## src/dcc_cfg.svh

```systemverilog
`ifndef DCC_CFG_SVH
`define DCC_CFG_SVH
// Overview of operation
// - Peak-current ceiling field, code n means 6 mA times (n+1), 6 to 96 mA.
// - Peak-current floor field, same 6 mA steps, reset code gives 30 mA.
// - Output-good flag clears after 2, 4, 8 or 15 consecutive not-OK events.
// - Switch held active past 0.25 us multiples forces next state; code 0 off.
// - Idle output monitoring paced by clock divided by 4, 8, 16 or 32.
// - Enable bit zero keeps converter off; one hands it to hardware control.

// Register byte addresses
`define DCC_CTRL_ADDR   32'h5000_0080
`define DCC_STAT_ADDR   32'h5000_0084
`define DCC_ISTS_ADDR   32'h5000_0088
`define DCC_IMSK_ADDR   32'h5000_008C

// Control register layout and reset value
`define DCC_CTRL_RST    16'h84A2
`define DCC_CEIL_LSB    12
`define DCC_FLOOR_LSB   8
`define DCC_CLRCNT_LSB  6
`define DCC_TO_LSB      3
`define DCC_DIV_LSB     1
`define DCC_EN_BIT      0

// Status register layout
`define DCC_ST_GOOD_BIT 0
`define DCC_ST_STATE_LSB 1
`define DCC_ST_ILIM_LSB 4

// Interrupt status and mask bits
`define DCC_IRQ_W       3
`define DCC_IRQ_GOOD_UP 0
`define DCC_IRQ_GOOD_DN 1
`define DCC_IRQ_TIMEOUT 2

// Not-OK run lengths per code
`define DCC_CLR_CNT0    4'h2
`define DCC_CLR_CNT1    4'h4
`define DCC_CLR_CNT2    4'h8
`define DCC_CLR_CNT3    4'hF

// Timing
`define DCC_CLK_NS      4
`define DCC_TO_STEP_NS  250
`define DCC_DIV_MIN     9'h004
`define DCC_TMR_W       9

// Bus answers
`define DCC_RESP_OKAY   2'h0
`define DCC_RESP_SLVERR 2'h2

`endif

```

## src/dcc_pkg.sv

```systemverilog
package dcc_pkg;

    typedef enum logic [2:0] {
        ST_OFF,
        ST_IDLE,
        ST_CHARGE,
        ST_DISCHARGE
    } dcc_state_t;

    typedef struct packed {
        logic [8:0] cnt;
    } dcc_tmr_t;

    typedef struct packed {
        // Bus side
        logic        awready;
        logic        wready;
        logic        aw_full;
        logic [31:0] aw_addr;
        logic        w_full;
        logic [31:0] wdata;
        logic [3:0]  wstrb;
        logic        bvalid;
        logic [1:0]  bresp;
        logic        arready;
        logic        rvalid;
        logic [31:0] rdata;
        logic [1:0]  rresp;
        // Registers
        logic [15:0] ctrl;
        logic [2:0]  ists;
        logic [2:0]  imsk;
        logic        irq;
        // Comparator synchronisers
        logic        nok_s1;
        logic        nok_s2;
        logic        pk_s1;
        logic        pk_s2;
        logic        zc_s1;
        logic        zc_s2;
        // Converter
        dcc_state_t  st;
        logic [3:0]  nok_cnt;
        logic        good;
        logic [3:0]  ilim;
        logic        conv_en;
        logic        sw_chg;
        logic        sw_dis;
    } dcc_regs_t;

endpackage : dcc_pkg

```

## src/dcc_timer.sv

```systemverilog
`timescale 1ns/1ns
`include "dcc_cfg.svh"

module dcc_timer (
    // Clock and reset
    input  wire logic                  aclk,
    input  wire logic                  aresetn,
    // Control
    input  wire logic                  load,
    input  wire logic [`DCC_TMR_W-1:0] load_val,
    // Status
    output logic                       done
);

    dcc_pkg::dcc_tmr_t r;
    dcc_pkg::dcc_tmr_t n;

    always_comb begin
        n = r;
        if (load) begin
            n.cnt = load_val;
        end else if (r.cnt != '0) begin
            n.cnt = r.cnt - 9'h001;
        end
    end

    always_ff @(posedge aclk) begin
        if (!aresetn) begin
            r <= '0;
        end else begin
            r <= n;
        end
    end

    // Done reads only the count: gating it by load would close a
    // combinational loop through the caller, which decides load from done
    assign done = (r.cnt == '0);

endmodule : dcc_timer

```

## src/dcc_ctrl.sv

```systemverilog
`timescale 1ns/1ns
`include "dcc_cfg.svh"

module dcc_ctrl (
    // Clock and reset
    input  wire logic        aclk,
    input  wire logic        aresetn,
    // AXI4-Lite write address
    input  wire logic [31:0] awaddr,
    input  wire logic [2:0]  awprot,
    input  wire logic        awvalid,
    output logic             awready,
    // AXI4-Lite write data
    input  wire logic [31:0] wdata,
    input  wire logic [3:0]  wstrb,
    input  wire logic        wvalid,
    output logic             wready,
    // AXI4-Lite write response
    output logic [1:0]       bresp,
    output logic             bvalid,
    input  wire logic        bready,
    // AXI4-Lite read address
    input  wire logic [31:0] araddr,
    input  wire logic [2:0]  arprot,
    input  wire logic        arvalid,
    output logic             arready,
    // AXI4-Lite read data
    output logic [31:0]      rdata,
    output logic [1:0]       rresp,
    output logic             rvalid,
    input  wire logic        rready,
    // Comparators from the power stage, asynchronous
    input  wire logic        out_not_ok,
    input  wire logic        peak_reached,
    input  wire logic        zero_cross,
    // Power stage drive
    output logic             conv_enable,
    output logic             switch_charge,
    output logic             switch_discharge,
    output logic [3:0]       peak_current_limit,
    output logic             output_good_flag,
    // Interrupt
    output logic             irq
);

    dcc_pkg::dcc_regs_t r;
    dcc_pkg::dcc_regs_t n;

    logic                  idle_load;
    logic [`DCC_TMR_W-1:0] idle_val;
    logic                  idle_done;
    logic                  to_load;
    logic [`DCC_TMR_W-1:0] to_val;
    logic                  to_done;

    // Ceiling wins if software sets the floor above it
    function automatic logic [3:0] lim_clamp(
        input logic [3:0] x,
        input logic [3:0] lo,
        input logic [3:0] hi
    );
        logic [3:0] y;
        y = x;
        if (y < lo) begin
            y = lo;
        end
        if (y > hi) begin
            y = hi;
        end
        return y;
    endfunction : lim_clamp

    function automatic logic [3:0] clr_thr(input logic [1:0] code);
        logic [3:0] t;
        t = `DCC_CLR_CNT2;
        case (code)
            2'h0: t = `DCC_CLR_CNT0;
            2'h1: t = `DCC_CLR_CNT1;
            2'h2: t = `DCC_CLR_CNT2;
            default: t = `DCC_CLR_CNT3;
        endcase
        return t;
    endfunction : clr_thr

    // Longest time, so the division rounds down
    function automatic logic [`DCC_TMR_W-1:0] to_cycles(
        input logic [2:0] code
    );
        int unsigned c;
        c = (32'(code) * `DCC_TO_STEP_NS) / `DCC_CLK_NS;
        return c[`DCC_TMR_W-1:0];
    endfunction : to_cycles

    // Tick period minus one, since the timer also spends the reload cycle
    function automatic logic [`DCC_TMR_W-1:0] div_reload(
        input logic [1:0] code
    );
        logic [`DCC_TMR_W-1:0] d;
        d = `DCC_DIV_MIN << code;
        return d - 9'h001;
    endfunction : div_reload

    function automatic logic sel(
        input logic [31:0] addr,
        input logic [31:0] base
    );
        return addr[31:2] == base[31:2];
    endfunction : sel

    always_comb begin
        logic [`DCC_IRQ_W-1:0] ev;
        logic [`DCC_IRQ_W-1:0] clr;
        logic [3:0]            ceil_c;
        logic [3:0]            floor_c;
        logic                  to_on;
        logic                  to_hit;
        logic [15:0]           wmask;
        ev        = '0;
        clr       = '0;
        idle_load = 1'b0;
        idle_val  = div_reload(r.ctrl[`DCC_DIV_LSB +: 2]);
        to_load   = 1'b0;
        to_val    = to_cycles(r.ctrl[`DCC_TO_LSB +: 3]);
        n         = r;
        ceil_c    = r.ctrl[`DCC_CEIL_LSB +: 4];
        floor_c   = r.ctrl[`DCC_FLOOR_LSB +: 4];
        to_on     = r.ctrl[`DCC_TO_LSB +: 3] != 3'h0;
        to_hit    = to_on && to_done;
        wmask     = {{8{r.wstrb[1]}}, {8{r.wstrb[0]}}};

        // Comparator inputs pass two flip-flops
        n.nok_s1 = out_not_ok;
        n.nok_s2 = r.nok_s1;
        n.pk_s1  = peak_reached;
        n.pk_s2  = r.pk_s1;
        n.zc_s1  = zero_cross;
        n.zc_s2  = r.zc_s1;

        // Write channel: address and data taken in either order
        if (awvalid && r.awready) begin
            n.aw_full = 1'b1;
            n.aw_addr = awaddr;
        end
        if (wvalid && r.wready) begin
            n.w_full = 1'b1;
            n.wdata  = wdata;
            n.wstrb  = wstrb;
        end
        if (r.bvalid && bready) begin
            n.bvalid = 1'b0;
        end
        if (r.aw_full && r.w_full && !r.bvalid) begin
            n.aw_full = 1'b0;
            n.w_full  = 1'b0;
            n.bvalid  = 1'b1;
            n.bresp   = `DCC_RESP_OKAY;
            if (sel(r.aw_addr, `DCC_CTRL_ADDR)) begin
                n.ctrl = (r.ctrl & ~wmask) | (r.wdata[15:0] & wmask);
            end else if (sel(r.aw_addr, `DCC_ISTS_ADDR)) begin
                if (r.wstrb[0]) begin
                    clr = r.wdata[`DCC_IRQ_W-1:0];
                end
            end else if (sel(r.aw_addr, `DCC_IMSK_ADDR)) begin
                if (r.wstrb[0]) begin
                    n.imsk = r.wdata[`DCC_IRQ_W-1:0];
                end
            end else if (!sel(r.aw_addr, `DCC_STAT_ADDR)) begin
                n.bresp = `DCC_RESP_SLVERR;
            end
        end
        n.awready = !n.aw_full && !n.bvalid;
        n.wready  = !n.w_full && !n.bvalid;

        // Read channel
        if (r.rvalid && rready) begin
            n.rvalid = 1'b0;
        end
        if (arvalid && r.arready) begin
            n.rvalid = 1'b1;
            n.rresp  = `DCC_RESP_OKAY;
            n.rdata  = '0;
            if (sel(araddr, `DCC_CTRL_ADDR)) begin
                n.rdata[15:0] = r.ctrl;
            end else if (sel(araddr, `DCC_STAT_ADDR)) begin
                n.rdata[`DCC_ST_GOOD_BIT]      = r.good;
                n.rdata[`DCC_ST_STATE_LSB +: 3] = r.st;
                n.rdata[`DCC_ST_ILIM_LSB +: 4] = r.ilim;
            end else if (sel(araddr, `DCC_ISTS_ADDR)) begin
                n.rdata[`DCC_IRQ_W-1:0] = r.ists;
            end else if (sel(araddr, `DCC_IMSK_ADDR)) begin
                n.rdata[`DCC_IRQ_W-1:0] = r.imsk;
            end else begin
                n.rresp = `DCC_RESP_SLVERR;
            end
        end
        n.arready = !n.rvalid;

        // Converter sequencing
        n.ilim = lim_clamp(r.ilim, floor_c, ceil_c);
        if (!r.ctrl[`DCC_EN_BIT]) begin
            n.st      = dcc_pkg::ST_OFF;
            n.conv_en = 1'b0;
            n.sw_chg  = 1'b0;
            n.sw_dis  = 1'b0;
            n.nok_cnt = '0;
            n.good    = 1'b0;
        end else begin
            n.conv_en = 1'b1;
            case (r.st)
                dcc_pkg::ST_OFF: begin
                    n.st      = dcc_pkg::ST_IDLE;
                    idle_load = 1'b1;
                end
                dcc_pkg::ST_IDLE: begin
                    if (!idle_done) begin
                        n.st = dcc_pkg::ST_IDLE;
                    end else if (r.nok_s2) begin
                        // Run of not-OK samples, saturating
                        if (r.nok_cnt != 4'hF) begin
                            n.nok_cnt = r.nok_cnt + 4'h1;
                        end
                        if (n.nok_cnt >= clr_thr(
                                r.ctrl[`DCC_CLRCNT_LSB +: 2])) begin
                            n.good = 1'b0;
                        end
                        n.st     = dcc_pkg::ST_CHARGE;
                        n.sw_chg = 1'b1;
                        to_load  = 1'b1;
                    end else begin
                        n.nok_cnt = '0;
                        n.good    = 1'b1;
                        idle_load = 1'b1;
                    end
                end
                dcc_pkg::ST_CHARGE: begin
                    if (r.pk_s2 || to_hit) begin
                        n.st     = dcc_pkg::ST_DISCHARGE;
                        n.sw_chg = 1'b0;
                        n.sw_dis = 1'b1;
                        to_load  = 1'b1;
                        if (to_hit && !r.pk_s2) begin
                            // Peak not reached: limit too high
                            n.ilim = lim_clamp(r.ilim - 4'h1,
                                floor_c, ceil_c);
                            if (r.ilim == 4'h0) begin
                                n.ilim = floor_c;
                            end
                            ev[`DCC_IRQ_TIMEOUT] = 1'b1;
                        end else if (r.nok_cnt > 4'h1) begin
                            // Output still weak: allow more current
                            n.ilim = lim_clamp(r.ilim + 4'h1,
                                floor_c, ceil_c);
                            if (r.ilim == 4'hF) begin
                                n.ilim = ceil_c;
                            end
                        end
                    end
                end
                dcc_pkg::ST_DISCHARGE: begin
                    if (r.zc_s2 || to_hit) begin
                        n.st      = dcc_pkg::ST_IDLE;
                        n.sw_dis  = 1'b0;
                        idle_load = 1'b1;
                        if (to_hit && !r.zc_s2) begin
                            ev[`DCC_IRQ_TIMEOUT] = 1'b1;
                        end
                    end
                end
                default: begin
                    n.st     = dcc_pkg::ST_OFF;
                    n.sw_chg = 1'b0;
                    n.sw_dis = 1'b0;
                end
            endcase
        end

        // Output-good edges
        ev[`DCC_IRQ_GOOD_UP] = n.good && !r.good;
        ev[`DCC_IRQ_GOOD_DN] = !n.good && r.good;

        // A new event beats a clear in the same cycle
        n.ists = (r.ists & ~clr) | ev;
        n.irq  = |(n.ists & n.imsk);
    end

    always_ff @(posedge aclk) begin
        if (!aresetn) begin
            r         <= '0;
            r.st      <= dcc_pkg::ST_OFF;
            r.ctrl    <= `DCC_CTRL_RST;
            r.ilim    <= 4'(`DCC_CTRL_RST >> `DCC_FLOOR_LSB);
            r.bresp   <= `DCC_RESP_OKAY;
            r.rresp   <= `DCC_RESP_OKAY;
        end else begin
            r <= n;
        end
    end

    dcc_timer u_idle_tmr (
        .aclk     (aclk),
        .aresetn  (aresetn),
        .load     (idle_load),
        .load_val (idle_val),
        .done     (idle_done)
    );

    dcc_timer u_to_tmr (
        .aclk     (aclk),
        .aresetn  (aresetn),
        .load     (to_load),
        .load_val (to_val),
        .done     (to_done)
    );

    assign awready            = r.awready;
    assign wready             = r.wready;
    assign bvalid             = r.bvalid;
    assign bresp              = r.bresp;
    assign arready            = r.arready;
    assign rvalid             = r.rvalid;
    assign rdata              = r.rdata;
    assign rresp              = r.rresp;
    assign conv_enable        = r.conv_en;
    assign switch_charge      = r.sw_chg;
    assign switch_discharge   = r.sw_dis;
    assign peak_current_limit = r.ilim;
    assign output_good_flag   = r.good;
    assign irq                = r.irq;

endmodule : dcc_ctrl

```

## config.mk

```make
export PLATFORM = sky130hd
export DESIGN_NAME = dcc_ctrl
export DESIGN_NICKNAME = d
export VERILOG_FILES = /design/src/dcc_pkg.sv /design/src/dcc_timer.sv /design/src/dcc_ctrl.sv
export VERILOG_INCLUDE_DIRS = /design/src /design/src/src
export SDC_FILE = /design/constraint.sdc
export NUM_CORES = 1
export LEC_CHECK = 0
export BUFFER_PORTS_ARGS = -buffer_cell sky130_fd_sc_hd__buf_2
export CAP_MARGIN = 40
export CORE_MARGIN = 2
export CORE_UTILIZATION = 40
export CTS_CLUSTER_DIAMETER = 200
export DETAILED_ROUTE_END_ITERATION = 7
export PLACE_DENSITY = 0.7
export SKIP_CTS_REPAIR_TIMING = 1
export SLEW_MARGIN = 20
export SYNTH_ARGS = -nofsm -noshare
export SYNTH_HDL_FRONTEND = slang
export SYNTH_HIERARCHICAL = 1
export SYNTH_SLANG_ARGS = --single-unit
```

## constraint.sdc

```tcl
create_clock -name aclk -period 4.25 [get_ports aclk]
set_input_delay 0.6375 -clock aclk [delete_from_list [all_inputs] [get_ports aclk]]
set_output_delay 0.6375 -clock aclk [all_outputs]
set_load 0.05 [all_outputs]
```

==> After elaboration in Yosys (flattened, before gate mapping) <==
Index checks and enable logic that the tools add are counted.
Widths: inputs -> output; s select.
{ "classes": {"add_sub_neg": 6, "mul": 1, "magnitude_cmp": 8, "n_eq_ne": 20, "shifts": 1, "n_mux": 100, "n_bitwise": 10, "reduce_logical": 44} }
{ "op_table": {"columns": ["operator", "n"], "rows": [
  ["$eq 30x29->1 const B", 8],
  ["$mux 4", 31],
  ["$mux 3", 18],
  ["$mux 37", 1],
  ["$mux 9", 4],
  ["$mux 35", 1],
  ["$mux 33", 1],
  ["$and 16x16->16", 2],
  ["$sub 9x1->9 const B", 3],
  ["$mux 1", 24],
  ["$logic_not 9->1", 2],
  ["$mux 2", 9],
  ["$reduce_bool 9->1", 2],
  ["$mux 8", 2],
  ["$not 16->16", 1],
  ["$or 16x16->16", 1],
  ["$logic_and 1x1->1", 14],
  ["$gt 4x4->1", 3],
  ["$lt 4x4->1", 3],
  ["$pmux 3 s4", 1],
  ["$pmux 4 s3", 1],
  ["$mul 3x7->10 const B", 1],
  ["$mux 5", 2],
  ["$logic_not 1->1", 9],
  ["other kinds (30)", 46]
]} }
{ "totals": {"ff_bits": 157, "out_inout_bits": 50, "wordCells": 222} }

==> Depth between registers and ports, before layout <==
Gate-level depths: netlist (run 1).
{ "logic_depth": {"ltp_word": 17, "mapped_depth": 15, "ltp_nobuf": 15} }

==> By module <==
Netlist (run 1), hierarchy kept.
{ "modules_own_cells": {"columns": ["mod", "instances", "cells_per_inst", "area_each_um2", "seq_area_each_um2"], "rows": [
  ["dcc_ctrl", 1, 797, 6678.9, 2322.2],
  ["dcc_timer", 2, 62, 511.7, 180.2]
]} }

==> Worst setup path after synthesis (run 1) <==
No wires, ideal clock.
{ "synth_path": {"path_type": "register -> register", "start": "register r (netlist bit peak_current_limit[0])", "end": "register r (netlist bit peak_current_limit[0])", "setup_time_ns": 0.073, "arrival_ns": 3.677, "t_required_ns": 4.177, "slack_ns": 0.500, "path_stages_with_launch": 15, "n_path_buf": 0, "period_less_slack_ns": 3.750, "path_cell_list": "dfxtp_1 > inv_1 > ha_1 > ha_1 > a21bo_1 > a211oi_2 > mux2i_1 > inv_1 > ha_1 > and3b_1 > a2111oi_2 > o21ai_2 > mux2_2 > or3_1 > o211ai_2"} }
{ "synth_via": {"elab_chain_len": 16, "elab_cells_between_ends": 32, "cone_classes": "add/sub: 2; order compare: 6; eq/ne: 1; mux: 22; reduce/logical: 1"} }
{ "synth_lines": {"columns": ["item", "line_no", "rtl"], "rows": [
  ["start: declaration", "dcc_ctrl.sv:46", "dcc_pkg::dcc_regs_t r;"],
  ["start signal: assignment", "dcc_ctrl.sv:295", "r <= n;"],
  ["$add 4x1->4", "dcc_ctrl.sv:251", "n.ilim = lim_clamp(r.ilim + 4'h1,"],
  ["$lt 4x4->1", "dcc_ctrl.sv:64", "if (y < lo) begin"],
  ["$mux 4", "dcc_ctrl.sv:64", null],
  ["$mux 4", "dcc_ctrl.sv:249", "end else if (r.nok_cnt > 4'h1) begin"],
  ["$mux 4", "dcc_ctrl.sv:241", "if (to_hit && !r.pk_s2) begin"],
  ["$mux 4", "dcc_ctrl.sv:236", "if (r.pk_s2 || to_hit) begin"],
  ["$mux 4", "dcc_ctrl.sv:209", "case (r.st)"],
  ["$mux 4", "dcc_ctrl.sv:200", "if (!r.ctrl[`DCC_EN_BIT]) begin"],
  ["$gt 4x4->1", "dcc_ctrl.sv:67", "if (y > hi) begin"],
  ["$mux 4", "dcc_ctrl.sv:67", null],
  ["$mux 4", "dcc_ctrl.sv:253", "if (r.ilim == 4'hF) begin"],
  ["$mux 4", "dcc_ctrl.sv:249", null],
  ["$mux 4", "dcc_ctrl.sv:241", null],
  ["$mux 4", "dcc_ctrl.sv:236", null],
  ["$mux 4", "dcc_ctrl.sv:209", null],
  ["$mux 4 (*)", "dcc_ctrl.sv:200", null]
]} }
Mark *: on every way between the ends. The rest lies on a longest branch, timed or not. The select of a mux whose other input is x is not followed.
A chain may end at the register's enable or synchronous reset.

==> Worst setup path after layout (run 1) <==
{ "layout_path": {"start": "register r (netlist bit peak_current_limit[1])", "end": "register r (netlist bit peak_current_limit[0])"} }
Same word-level chain as after synthesis.

==> out/qor.json, run 1 <==
{
  "pwr": {
    "power-per-cell-area_mw_per_mm2": 478,
    "cellLeakagePower_uw": 0.00379,
    "seq_power_share_pct": 34.3,
    "vdd_drop_max_mv": 0.331,
    "total_switching_power_uw": 1450,
    "power_frac_clock_pct": 34.9,
    "swShare_pct": 34.0,
    "power_report.internal_total_uw": 2810,
    "power.share.combinational_pct": 30.9
  },
  "worst_setup_path": {
    "crit_slowest_cell": "dfxtp_1",
    "setup.worst_path.start_class": "flop",
    "crit_family": "compound AO/OA/AOI/OAI gates",
    "r2r-start": "peak_current_limit[1]$_SDFF_PN0_",
    "critical_path_cell_count": 14,
    "r2r_end": "peak_current_limit[0]$_SDFF_PN0_",
    "timing.reg2reg.worst_path_depth": 14,
    "criticalPathCategory": "flop to flop",
    "buf_inv_on_cp": 2,
    "cp_data_arrival_time_ps": 4270,
    "crit_path_start": "peak_current_limit[1]$_SDFF_PN0_",
    "endpoint_class_of_the_critical_path": "flop",
    "critical_path.cell_chain": "inv_1, ha_1, ha_1, a21bo_1, a211oi_2, mux2i_1, inv_1, ha_1, and3b_1, a2111oi_2, o21ai_2, mux2_2, or3_1, o211ai_2",
    "crit_path_frequent_cell": "ha_1",
    "reg2reg_slack_ps": 330,
    "critical_path_required_ps": 4600,
    "slowest_delay_ps": 410,
    "cp-endpoint": "peak_current_limit[0]$_SDFF_PN0_",
    "critical_path.max_fanout": 8
  },
  "synthesis": {
    "synth_warnings": 6,
    "synth_top_family_by_area": "simple AND/OR/NAND/NOR gates",
    "post_synth_and_or_nand_nor_area_fraction_pct": 22.9,
    "synth_compound_area_share_pct": 16.8,
    "post_synthesis_instance_area_mm2": 0.00770,
    "synth-adder-area-share_pct": 9.81,
    "synthDistinctLibCells": 64,
    "synth_ff_type": "dfxtp_1",
    "yosysSeqAreaShare_pct": 34.8,
    "yosys-mux-area-fraction_pct": 5.65,
    "synth_area_per_cell_um2": 8.36,
    "synth_edf_count": 0,
    "syn-instance-count": 921,
    "synth-async-reset-ratio_pct": 0,
    "synth-xor-area-share_pct": 1.48,
    "ys_ff_latch": 134
  },
  "hold_path": {
    "min-delay-path-class": "input port to flop"
  },
  "detailed_routing": {
    "antenna_left": 0,
    "remaining_design_rule_violation_count": 0,
    "drt_first_iter_violations": 425,
    "routed-via-count": 6501,
    "routed_wire_length_per_instance_um": 13.9,
    "avg_vias_per_cell": 5.06,
    "detailed_router_iteration_count_before_antenna_repair": 5,
    "wirelength_mm": 17.9
  },
  "die": {
    "full_die_area_mm2": 0.0204,
    "die_height_um": 143,
    "dieWidth_um": 143,
    "rows": 50,
    "start_util_pct": 40.9,
    "pin_count": 166,
    "total_core_area_mm2": 0.0188
  },
  "global_routing": {
    "via_count_of_the_first_global_routing_pass": 6191,
    "grt_first_pass_wirelength_mm": 29.7,
    "gr-total-overflow": 0,
    "grt_use_total_pct": 18.2,
    "grt_max_degree": 60,
    "grt_antenna_before_repair": 1
  },
  "clock_tree": {
    "clkSlewWorstSetupHoldPaths_ps": 60,
    "clockBufferDepth": 2,
    "clock_tree_from_tritoncts": "yes",
    "clkLatencyLatePin_ps": 420,
    "htreeDepth": 4,
    "cts.sinks": 134,
    "cts_root_buffer": "clkbuf_16",
    "cts_made_buffers": 17
  },
  "sta": {
    "clock_skew_ps": 8.45,
    "post-route-period-util_pct": 92.2,
    "grt_setup_unrepaired": "no",
    "drv_slew": 0,
    "slew_headroom_pct": 49.0,
    "finalSetupViolations": 0,
    "timing.setup.tns_ps": 0,
    "holdWs_ps": 421,
    "achievable-frequency_mhz": 255,
    "worstMarginPinSlew_ps": 757,
    "final-hold-violation-count": 0,
    "final.min_clock_period_ps": 3920
  },
  "cells_and_area": {
    "most-common-layout-cells": "168 x nand2_1, 134 x dfxtp_1, 118 x buf_2",
    "utilization_pct": 47.4,
    "area.growth.synth_to_final_pct": 15.8,
    "finalNetCount": 1186,
    "drive_above_1_share_pct": 18.5,
    "mostFrequentLayoutCell": "nand2_1"
  },
  "run_status": {
    "run_status": "completed"
  },
  "placement": {
    "place_hpwl_mm": 13.5,
    "place.gp.congestion": 0.870,
    "port-buffer-count": 119
  },
  "job": {
    "drv_cap": 0
  }
}
-- worst register-to-register path, delay by kind of cell, from the launching register on --
kind / cells / cell delay (ps)
adders and majority gates: 3 / 940
DFF: 1 / 410
and+or+nand+nor: 2 / 530
AOI/OAI and AO/OA: 5 / 1220
buffers and inverters: 2 / 140
muxes: 2 / 600
-- metal layers --
metal,up-vias,wire length (µm),track usage (%)
li1,3303,-,-
met1,3016,8240,23.2
met2,152,8380,30.1
met3,28,971,4.56
met4,2,277,5.68
met5,-,17,0
-- cell families after synthesis --
family,after synthesis
simple gates,363
compound gates,188
flops,134
buf+inv,125
fa+ha+maj,58
mux,38
xor+xnor,13
other cells,2
-- cell type report --
type / count / area, µm²
clock buffers: 18 / 429
fillers: 1847 / 9910
diodes: 1 / 2.50
inverters: 46 / 173
repair buffers: 131 / 703
flip-flops and latches: 134 / 2680
multi-input cells: 682 / 4440
clock inverters: 14 / 163
well taps: 260 / 325
-- cells in the mapped netlist, types with 6 or more instances --
library cell  count  share of area, %
ha_1             54               8.8
inv_1            46               2.2
nor2b_1          19               1.5
nand4_1           7              0.57
o21a_1            8              0.78
nor4_1           11              0.89
nand2_1         168               8.2
nor2_1           45               2.2
clkbuf_1         32               1.6
o31ai_1           8              0.78
nor3_1           17               1.1
o211ai_1          7              0.68
a21boi_0         55               5.4
and2_1           14               1.1
mux2i_1          27               3.5
and3_1            6              0.49
nand3_1          34               2.2
dfxtp_1         134                35
mux2_2            6              0.88
o21ai_0          32               2.1
nand2b_1         14               1.1
buf_4            42               4.1
a21oi_1          40               2.6
xnor2_1           8              0.91
-- metrics by stage --
| stage | total power, µW | instance area (µm²) | std cells | setup slack, ps |
|---|---|---|---|---|
| global placement | 2740 | 8300 | 1251 | 419 |
| global route | 4510 | 8920 | 1285 | 69.8 |
| detailed placement | 2790 | 8330 | 1253 | 363 |
| finish | 4260 | 8920 | 1286 | 331 |
| CTS | 4280 | 8920 | 1285 | 320 |
| floorplan | 2520 | 7780 | 941 | 500 |
-- power by group through the flow --
stage / Clock, µW / Combinational, µW / Sequential, µW
after CTS: 1510 / 1310 / 1460
after global placement: 0 / 1260 / 1480
after floorplan: 0 / 1060 / 1470
after global routing: 1570 / 1470 / 1480
after detailed placement: 0 / 1300 / 1480
final: 1490 / 1310 / 1460
-- how the worst min path moves through the flow --
stage	start	to	cells past startpoint
4_1_cts	zero_cross	n[15]$_SDFF_PN0_	2
3_3_place_gp	n[19]$_SDFF_PN0_	r[19]$_SDFF_PN0_	1
5_1_grt	zero_cross	n[15]$_SDFF_PN0_	2
2_1_floorplan	n[15]$_SDFF_PN0_	r[15]$_SDFF_PN0_	1
6_report	zero_cross	n[15]$_SDFF_PN0_	2
3_5_place_dp	n[15]$_SDFF_PN0_	r[15]$_SDFF_PN0_	1
Note: power is estimated with default switching activity, not from simulation.
==> run 2: changes to the inputs <==
--- a/config.mk
+++ b/config.mk
@@ -8,6 +8,7 @@
 export LEC_CHECK = 0
 export BUFFER_PORTS_ARGS = -buffer_cell sky130_fd_sc_hd__buf_2
 export CAP_MARGIN = 40
+export CORE_ASPECT_RATIO = 1.2
 export CORE_MARGIN = 2
 export CORE_UTILIZATION = 40
 export CTS_CLUSTER_DIAMETER = 200
==> out/qor.json, run 2 (synthesis gave the netlist of run 1 again) <==
{
  "die": {
    "rows": {"value": 55, "change": "+10%"},
    "pin_count": {"value": 166, "change": "unchanged"},
    "full_die_area": {"value": 0.0204, "unit": "mm²", "change": "about the same"},
    "start_util": {"value": 40.8, "unit": "%", "change": "-0.054 points"},
    "dieWidth": {"value": 131, "unit": "µm", "change": "-8.5%"},
    "die_height": {"value": 156, "unit": "µm", "change": "+9.3%"},
    "total_core_area": {"value": 0.0189, "unit": "mm²", "change": "+0.13%"}
  },
  "global_routing": {
    "grt_first_pass_wirelength": {"value": 30.0, "unit": "mm", "change": "+0.90%"},
    "grt_max_degree": {"value": 54, "change": "-10%"},
    "gr-total-overflow": {"value": 0, "change": "unchanged"},
    "grt_antenna_before_repair": {"value": 0, "change": "-1"},
    "grt_use_total": {"value": 18.4, "unit": "%", "change": "+0.29 points"},
    "via_count_of_the_first_global_routing_pass": {"value": 6188, "change": "-0.048%"}
  },
  "pwr": {
    "power-per-cell-area": {"value": 467, "unit": "mW/mm²", "change": "-2.3%"},
    "cellLeakagePower": {"value": 0.00377, "unit": "µW", "change": "-0.47%"},
    "vdd_drop_max": {"value": 0.256, "unit": "mV", "change": "-23%"}
  },
  "sta": {
    "slew_headroom": {"value": 38.8, "unit": "%", "change": "-10 points"},
    "post-route-period-util": {"value": 90.5, "unit": "%", "change": "-1.7 points"},
    "finalSetupViolations": {"value": 0, "change": "unchanged"},
    "clock_skew": {"value": 10.9, "unit": "ps", "change": "+2.45 ps"},
    "achievable-frequency": {"value": 260, "unit": "MHz", "change": "+1.9%"},
    "drv_slew": {"value": 0, "change": "unchanged"},
    "timing.setup.tns": {"value": 0, "unit": "ps", "change": "unchanged"},
    "final-hold-violation-count": {"value": 0, "change": "unchanged"},
    "final.min_clock_period": {"value": 3850, "unit": "ps", "change": "-73.4 ps"},
    "timing.final.ws_setup": {"value": 405, "unit": "ps", "change": "+73.4 ps"},
    "grt_setup_unrepaired": "no",
    "worstMarginPinSlew": {"value": 908, "unit": "ps", "change": "+151 ps"}
  },
  "hold_path": {
    "min-delay-path-class": "flop to flop"
  },
  "worst_setup_path": {
    "critical_path_required": {"value": 4600, "unit": "ps", "change": "about the same"},
    "endpoint_class_of_the_critical_path": "flop",
    "criticalPathCategory": "flop to flop",
    "cp_data_arrival_time": {"value": 4190, "unit": "ps", "change": "-80 ps"},
    "setup.worst_path.start_class": "flop",
    "critical_path.cell_chain": "nand3_1, xnor2_1, ha_1, nor3_1, a211oi_2, mux2i_1, inv_1, ha_1, and3b_1, a2111oi_2, o21ai_2, mux2_2, or3_1, o211ai_2",
    "buf_inv_on_cp": {"value": 1, "change": "-1"},
    "crit_family": "compound AO/OA/AOI/OAI gates",
    "crit_path_frequent_cell": "ha_1",
    "slowest_delay": {"value": 590, "unit": "ps", "change": "+180 ps"},
    "crit_slowest_cell": "dfxtp_1",
    "critical_path.max_fanout": {"value": 10, "change": "+2"}
  },
  "detailed_routing": {
    "detailed_router_iteration_count_before_antenna_repair": {"value": 5, "change": "unchanged"},
    "drt_first_iter_violations": {"value": 231, "change": "-46%"},
    "remaining_design_rule_violation_count": {"value": 0, "change": "unchanged"},
    "routed-via-count": {"value": 6386, "change": "-1.8%"},
    "avg_vias_per_cell": {"value": 4.99, "change": "-1.3%"},
    "wirelength": {"value": 18.1, "unit": "mm", "change": "+0.97%"},
    "antenna_left": {"value": 0, "change": "unchanged"},
    "routed_wire_length_per_instance": {"value": 14.1, "unit": "µm", "change": "+1.4%"}
  },
  "cells_and_area": {
    "most-common-layout-cells": "168 x nand2_1, 134 x dfxtp_1, 118 x buf_2",
    "num-fill-cells": {"value": 1847, "change": "unchanged"},
    "finalNetCount": {"value": 1185, "change": "-0.084%"},
    "area.growth.synth_to_final_pct": 15.4,
    "drive_above_1_share": {"value": 18.6, "unit": "%", "change": "about the same"},
    "antenna_cells_inserted": {"value": 0, "change": "-1"},
    "multi_input_comb_area": {"value": 0.00444, "unit": "mm²", "change": "unchanged"},
    "mostFrequentLayoutCell": "nand2_1",
    "seqCellArea": {"value": 0.00268, "unit": "mm²", "change": "unchanged"}
  },
  "placement": {
    "dp_worst_setup_slack": {"value": 433, "unit": "ps", "change": "+69.7 ps"},
    "place_hpwl": {"value": 13.8, "unit": "mm", "change": "+2.6%"},
    "place.gp.congestion": {"value": 0.910, "change": "+4.6%"},
    "port-buffer-count": {"value": 119, "change": "unchanged"}
  },
  "clock_tree": {
    "cts.sinks": {"value": 134, "change": "unchanged"},
    "htreeDepth": {"value": 4, "change": "unchanged"},
    "clkLatencyLatePin": {"value": 420, "unit": "ps", "change": "about the same"},
    "clock_tree_from_tritoncts": "yes",
    "cts_made_buffers": {"value": 17, "change": "unchanged"},
    "clockBufferDepth": {"value": 2, "change": "unchanged"},
    "cts_root_buffer": "clkbuf_16",
    "clkSlewWorstSetupHoldPaths": {"value": 60, "unit": "ps", "change": "about the same"}
  },
  "run_status": {
    "run_status": "completed"
  },
  "job": {
    "drv_cap": {"value": 0, "change": "unchanged"}
  }
}
-- run 2: cell count changes in the layout (fill, tap and decap cells not counted) --
cell	delta
diode_2	-1
clkbuf_8	+1
bufinv_16	-2
inv_6	-3
clkbuf_1	-1
buf_16	+1
clkinv_4	+3
clkinvlp_4	+2
buf_4	-2
-- run 2: path summary, 6_finish.rpt --
check,from,endpoint,slack (ps),cells past startpoint
min reg2reg,n[17]$_SDFF_PN0_,r[17]$_SDFF_PN0_,430,1
max reg2reg,peak_current_limit[2]$_SDFF_PN1_,peak_current_limit[0]$_SDFF_PN0_,400,14
min,n[17]$_SDFF_PN0_,r[17]$_SDFF_PN0_,430,1
max,peak_current_limit[2]$_SDFF_PN1_,peak_current_limit[0]$_SDFF_PN0_,400,14
-- run 2: worst register-to-register path: cells and delay by family, from the launching register on --
kind	cells	cell delay, ps
compound gates	4	960
xor+xnor	1	220
fa+ha+maj	2	550
buf+inv	1	80
flops	1	590
mux	2	620
simple gates	4	770
-- run 2: through the flow --
stage / util, % / power, µW / hold WS [ps] / instance area, µm² / instances
after floorplan: - / 2520 / 412 / 7780 / 941
after detailed placement: 44.2 / 2790 / 421 / 8330 / 1248
after global routing: 47.2 / 4380 / 425 / 8890 / 1280
final: 47.2 / 4150 / 425 / 8890 / 1280
after CTS: 47.2 / 4170 / 410 / 8890 / 1280
after global placement: 43.9 / 2760 / 419 / 8280 / 1245
-- run 2: report_power, final --
part | switching (µW) | internal (µW)
registers | 105 | 1360
logic | 744 | 572
clock network | 595 | 774
-- run 2: layer usage --
layer | global-route usage [%] | vias to the layer above | part of all wire [%]
li1 | - | 3293 | -
met1 | 23.0 | 2922 | 45
met2 | 30.9 | 142 | 48
met3 | 4.05 | 29 | 4.2
met4 | 6.94 | 0 | 2.4
met5 | 0 | - | 0
-- run 2: layout make-up --
cell class | count | area share (%)
Inverter | 46 | 1.94
Sequential cell | 134 | 30.2
Timing Repair Buffer | 130 | 8.05
Multi-Input combinational cell | 682 | 50.0
Clock buffer | 18 | 4.94
Tap cell | 256 | 3.60
Clock inverter | 14 | 1.32
==> run 3: changes to the inputs <==
--- a/config.mk
+++ b/config.mk
@@ -11,6 +11,7 @@
 export CORE_ASPECT_RATIO = 1.2
 export CORE_MARGIN = 2
 export CORE_UTILIZATION = 40
+export CTS_BUF_LIST = sky130_fd_sc_hd__clkbuf_4
 export CTS_CLUSTER_DIAMETER = 200
 export DETAILED_ROUTE_END_ITERATION = 7
 export PLACE_DENSITY = 0.7
==> out/qor.json, run 3 (synthesis gave the netlist of run 1 again) <==
{
  "die": {
    "full_die_area": {"value": 0.0204, "unit": "mm²", "change": "unchanged"},
    "rows": {"value": 55, "change": "unchanged"},
    "dieWidth": {"value": 131, "unit": "µm", "change": "unchanged"},
    "start_util": {"value": 40.8, "unit": "%", "change": "unchanged"},
    "pin_count": {"value": 166, "change": "unchanged"},
    "die_height": {"value": 156, "unit": "µm", "change": "unchanged"},
    "total_core_area": {"value": 0.0189, "unit": "mm²", "change": "unchanged"}
  },
  "global_routing": {
    "gr-total-overflow": {"value": 0, "change": "unchanged"},
    "grt_max_degree": {"value": 54, "change": "unchanged"},
    "grt_first_pass_wirelength": {"value": 29.8, "unit": "mm", "change": "-0.62%"},
    "via_count_of_the_first_global_routing_pass": {"value": 6176, "change": "-0.19%"},
    "grt_use_total": {"value": 18.3, "unit": "%", "change": "-0.15 points"},
    "grt_antenna_before_repair": {"value": 1, "change": "+1"}
  },
  "hold_path": {
    "min-delay-path-class": "input port to flop",
    "worstHoldPathCells": {"value": 2, "change": "+1"}
  },
  "placement": {
    "dp_worst_setup_slack": {"value": 433, "unit": "ps", "change": "unchanged"},
    "place_hpwl": {"value": 13.8, "unit": "mm", "change": "unchanged"},
    "place.gp.congestion": {"value": 0.910, "change": "unchanged"},
    "port-buffer-count": {"value": 119, "change": "unchanged"},
    "numPlacedInstances": {"value": 1248, "change": "unchanged"}
  },
  "detailed_routing": {
    "routed_wire_length_per_instance": {"value": 14.1, "unit": "µm", "change": "-0.31%"},
    "drt_first_iter_violations": {"value": 261, "change": "+13%"},
    "avg_vias_per_cell": {"value": 4.97, "change": "-0.47%"},
    "wirelength": {"value": 18.0, "unit": "mm", "change": "-0.23%"},
    "routed-via-count": {"value": 6361, "change": "-0.39%"},
    "antenna_left": {"value": 0, "change": "unchanged"},
    "detailed_router_iteration_count_before_antenna_repair": {"value": 5, "change": "unchanged"},
    "remaining_design_rule_violation_count": {"value": 0, "change": "unchanged"}
  },
  "worst_setup_path": {
    "slowest_delay": {"value": 620, "unit": "ps", "change": "+30 ps"},
    "buf_inv_on_cp": {"value": 1, "change": "unchanged"},
    "crit_slowest_cell": "dfxtp_1",
    "critical_path_required": {"value": 4740, "unit": "ps", "change": "+140 ps"},
    "endpoint_class_of_the_critical_path": "flop",
    "critical_path_cell_count": {"value": 14, "change": "unchanged"},
    "setup.worst_path.start_class": "flop",
    "critical_path.cell_chain": "nand3_1, xnor2_1, ha_1, nor3_1, a211oi_2, mux2i_1, inv_1, ha_1, and3b_1, a2111oi_2, o21ai_2, mux2_2, or3_1, o211ai_2",
    "criticalPathCategory": "flop to flop",
    "cp_data_arrival_time": {"value": 4380, "unit": "ps", "change": "+190 ps"},
    "timing.reg2reg.worst_path_depth": {"value": 14, "change": "unchanged"},
    "crit_path_frequent_cell": "ha_1",
    "crit_family": "compound AO/OA/AOI/OAI gates",
    "critical_path.max_fanout": {"value": 10, "change": "unchanged"}
  },
  "cells_and_area": {
    "final_cell_count_no_fill": {"value": 1281, "change": "+0.078%"},
    "mostFrequentLayoutCell": "nand2_1",
    "num-fill-cells": {"value": 1905, "change": "+3.1%"},
    "most-common-layout-cells": "168 x nand2_1, 134 x dfxtp_1, 118 x buf_2",
    "area.growth.synth_to_final_pct": 11.5,
    "drive_above_1_share": {"value": 18.5, "unit": "%", "change": "-0.098 points"},
    "finalNetCount": {"value": 1185, "change": "unchanged"}
  },
  "pwr": {
    "power": {"value": 3540, "unit": "µW", "change": "-15%"},
    "power-per-cell-area": {"value": 412, "unit": "mW/mm²", "change": "-12%"},
    "vdd_drop_max": {"value": 0.212, "unit": "mV", "change": "-17%"},
    "cellLeakagePower": {"value": 0.00363, "unit": "µW", "change": "-3.6%"}
  },
  "sta": {
    "worstMarginPinSlew": {"value": 902, "unit": "ps", "change": "-6.67 ps"},
    "grt_setup_unrepaired": "no",
    "post-route-period-util": {"value": 91.4, "unit": "%", "change": "+0.97 points"},
    "timing.final.ws_setup": {"value": 364, "unit": "ps", "change": "-41.2 ps"},
    "final-hold-violation-count": {"value": 0, "change": "unchanged"},
    "timing.setup.tns": {"value": 0, "unit": "ps", "change": "unchanged"},
    "slew_headroom": {"value": 39.2, "unit": "%", "change": "+0.45 points"},
    "achievable-frequency": {"value": 257, "unit": "MHz", "change": "-1.1%"},
    "clock_skew": {"value": 27.9, "unit": "ps", "change": "+17.0 ps"},
    "final.min_clock_period": {"value": 3890, "unit": "ps", "change": "+41.2 ps"},
    "finalSetupViolations": {"value": 0, "change": "unchanged"},
    "drv_slew": {"value": 0, "change": "unchanged"}
  },
  "clock_tree": {
    "cts_made_buffers": {"value": 17, "change": "unchanged"},
    "htreeDepth": {"value": 4, "change": "unchanged"},
    "clkLatencyLatePin": {"value": 560, "unit": "ps", "change": "+140 ps"},
    "clockBufferDepth": {"value": 2, "change": "unchanged"},
    "cts_root_buffer": "clkbuf_4",
    "cts.sinks": {"value": 134, "change": "unchanged"},
    "clock_tree_from_tritoncts": "yes",
    "clkSlewWorstSetupHoldPaths": {"value": 140, "unit": "ps", "change": "+80 ps"}
  },
  "job": {
    "drv_cap": {"value": 0, "change": "unchanged"}
  },
  "run_status": {
    "run_status": "completed"
  }
}
## run 3: area by class of cell
| class | count | area [µm²] | area share [%] |
|---|---|---|---|
| Tap cell | 256 | 320 | 3.73 |
| Multi-Input combinational cell | 682 | 4440 | 51.7 |
| Timing Repair Buffer | 130 | 716 | 8.34 |
| Clock inverter | 15 | 121 | 1.41 |
| Clock buffer | 17 | 128 | 1.49 |
| Antenna cell | 1 | 2.50 | 0.0291 |
| Sequential cell | 134 | 2680 | 31.2 |
| Inverter | 46 | 173 | 2.01 |
## run 3: final timing paths
check,slack [ps],from,to
min reg2reg,440,n[17]$_SDFF_PN0_,r[17]$_SDFF_PN0_
max reg2reg,360,peak_current_limit[2]$_SDFF_PN1_,peak_current_limit[0]$_SDFF_PN0_
max,360,peak_current_limit[2]$_SDFF_PN1_,peak_current_limit[0]$_SDFF_PN0_
min,280,out_not_ok,n[19]$_SDFF_PN0_
## run 3: metrics by stage
step	instance area, µm²	hold WS [ps]	utilization [%]
floorplan	7780	412	-
global placement	8280	419	43.9
detailed placement	8330	421	44.2
CTS	8580	237	45.5
global route	8590	250	45.5
finish	8590	280	45.5
## run 3: layer usage
layer	wire, µm	GRT usage, %	part of all wire (%)
met1	8070	22.9	45
met2	8750	30.8	49
met3	835	4.01	4.6
met4	362	6.38	2.0
met5	0	0	0
## run 3: where the power goes
group / internal (µW) / switching [µW]
clock: 241 / 518
sequential: 1360 / 106
combinational: 572 / 742
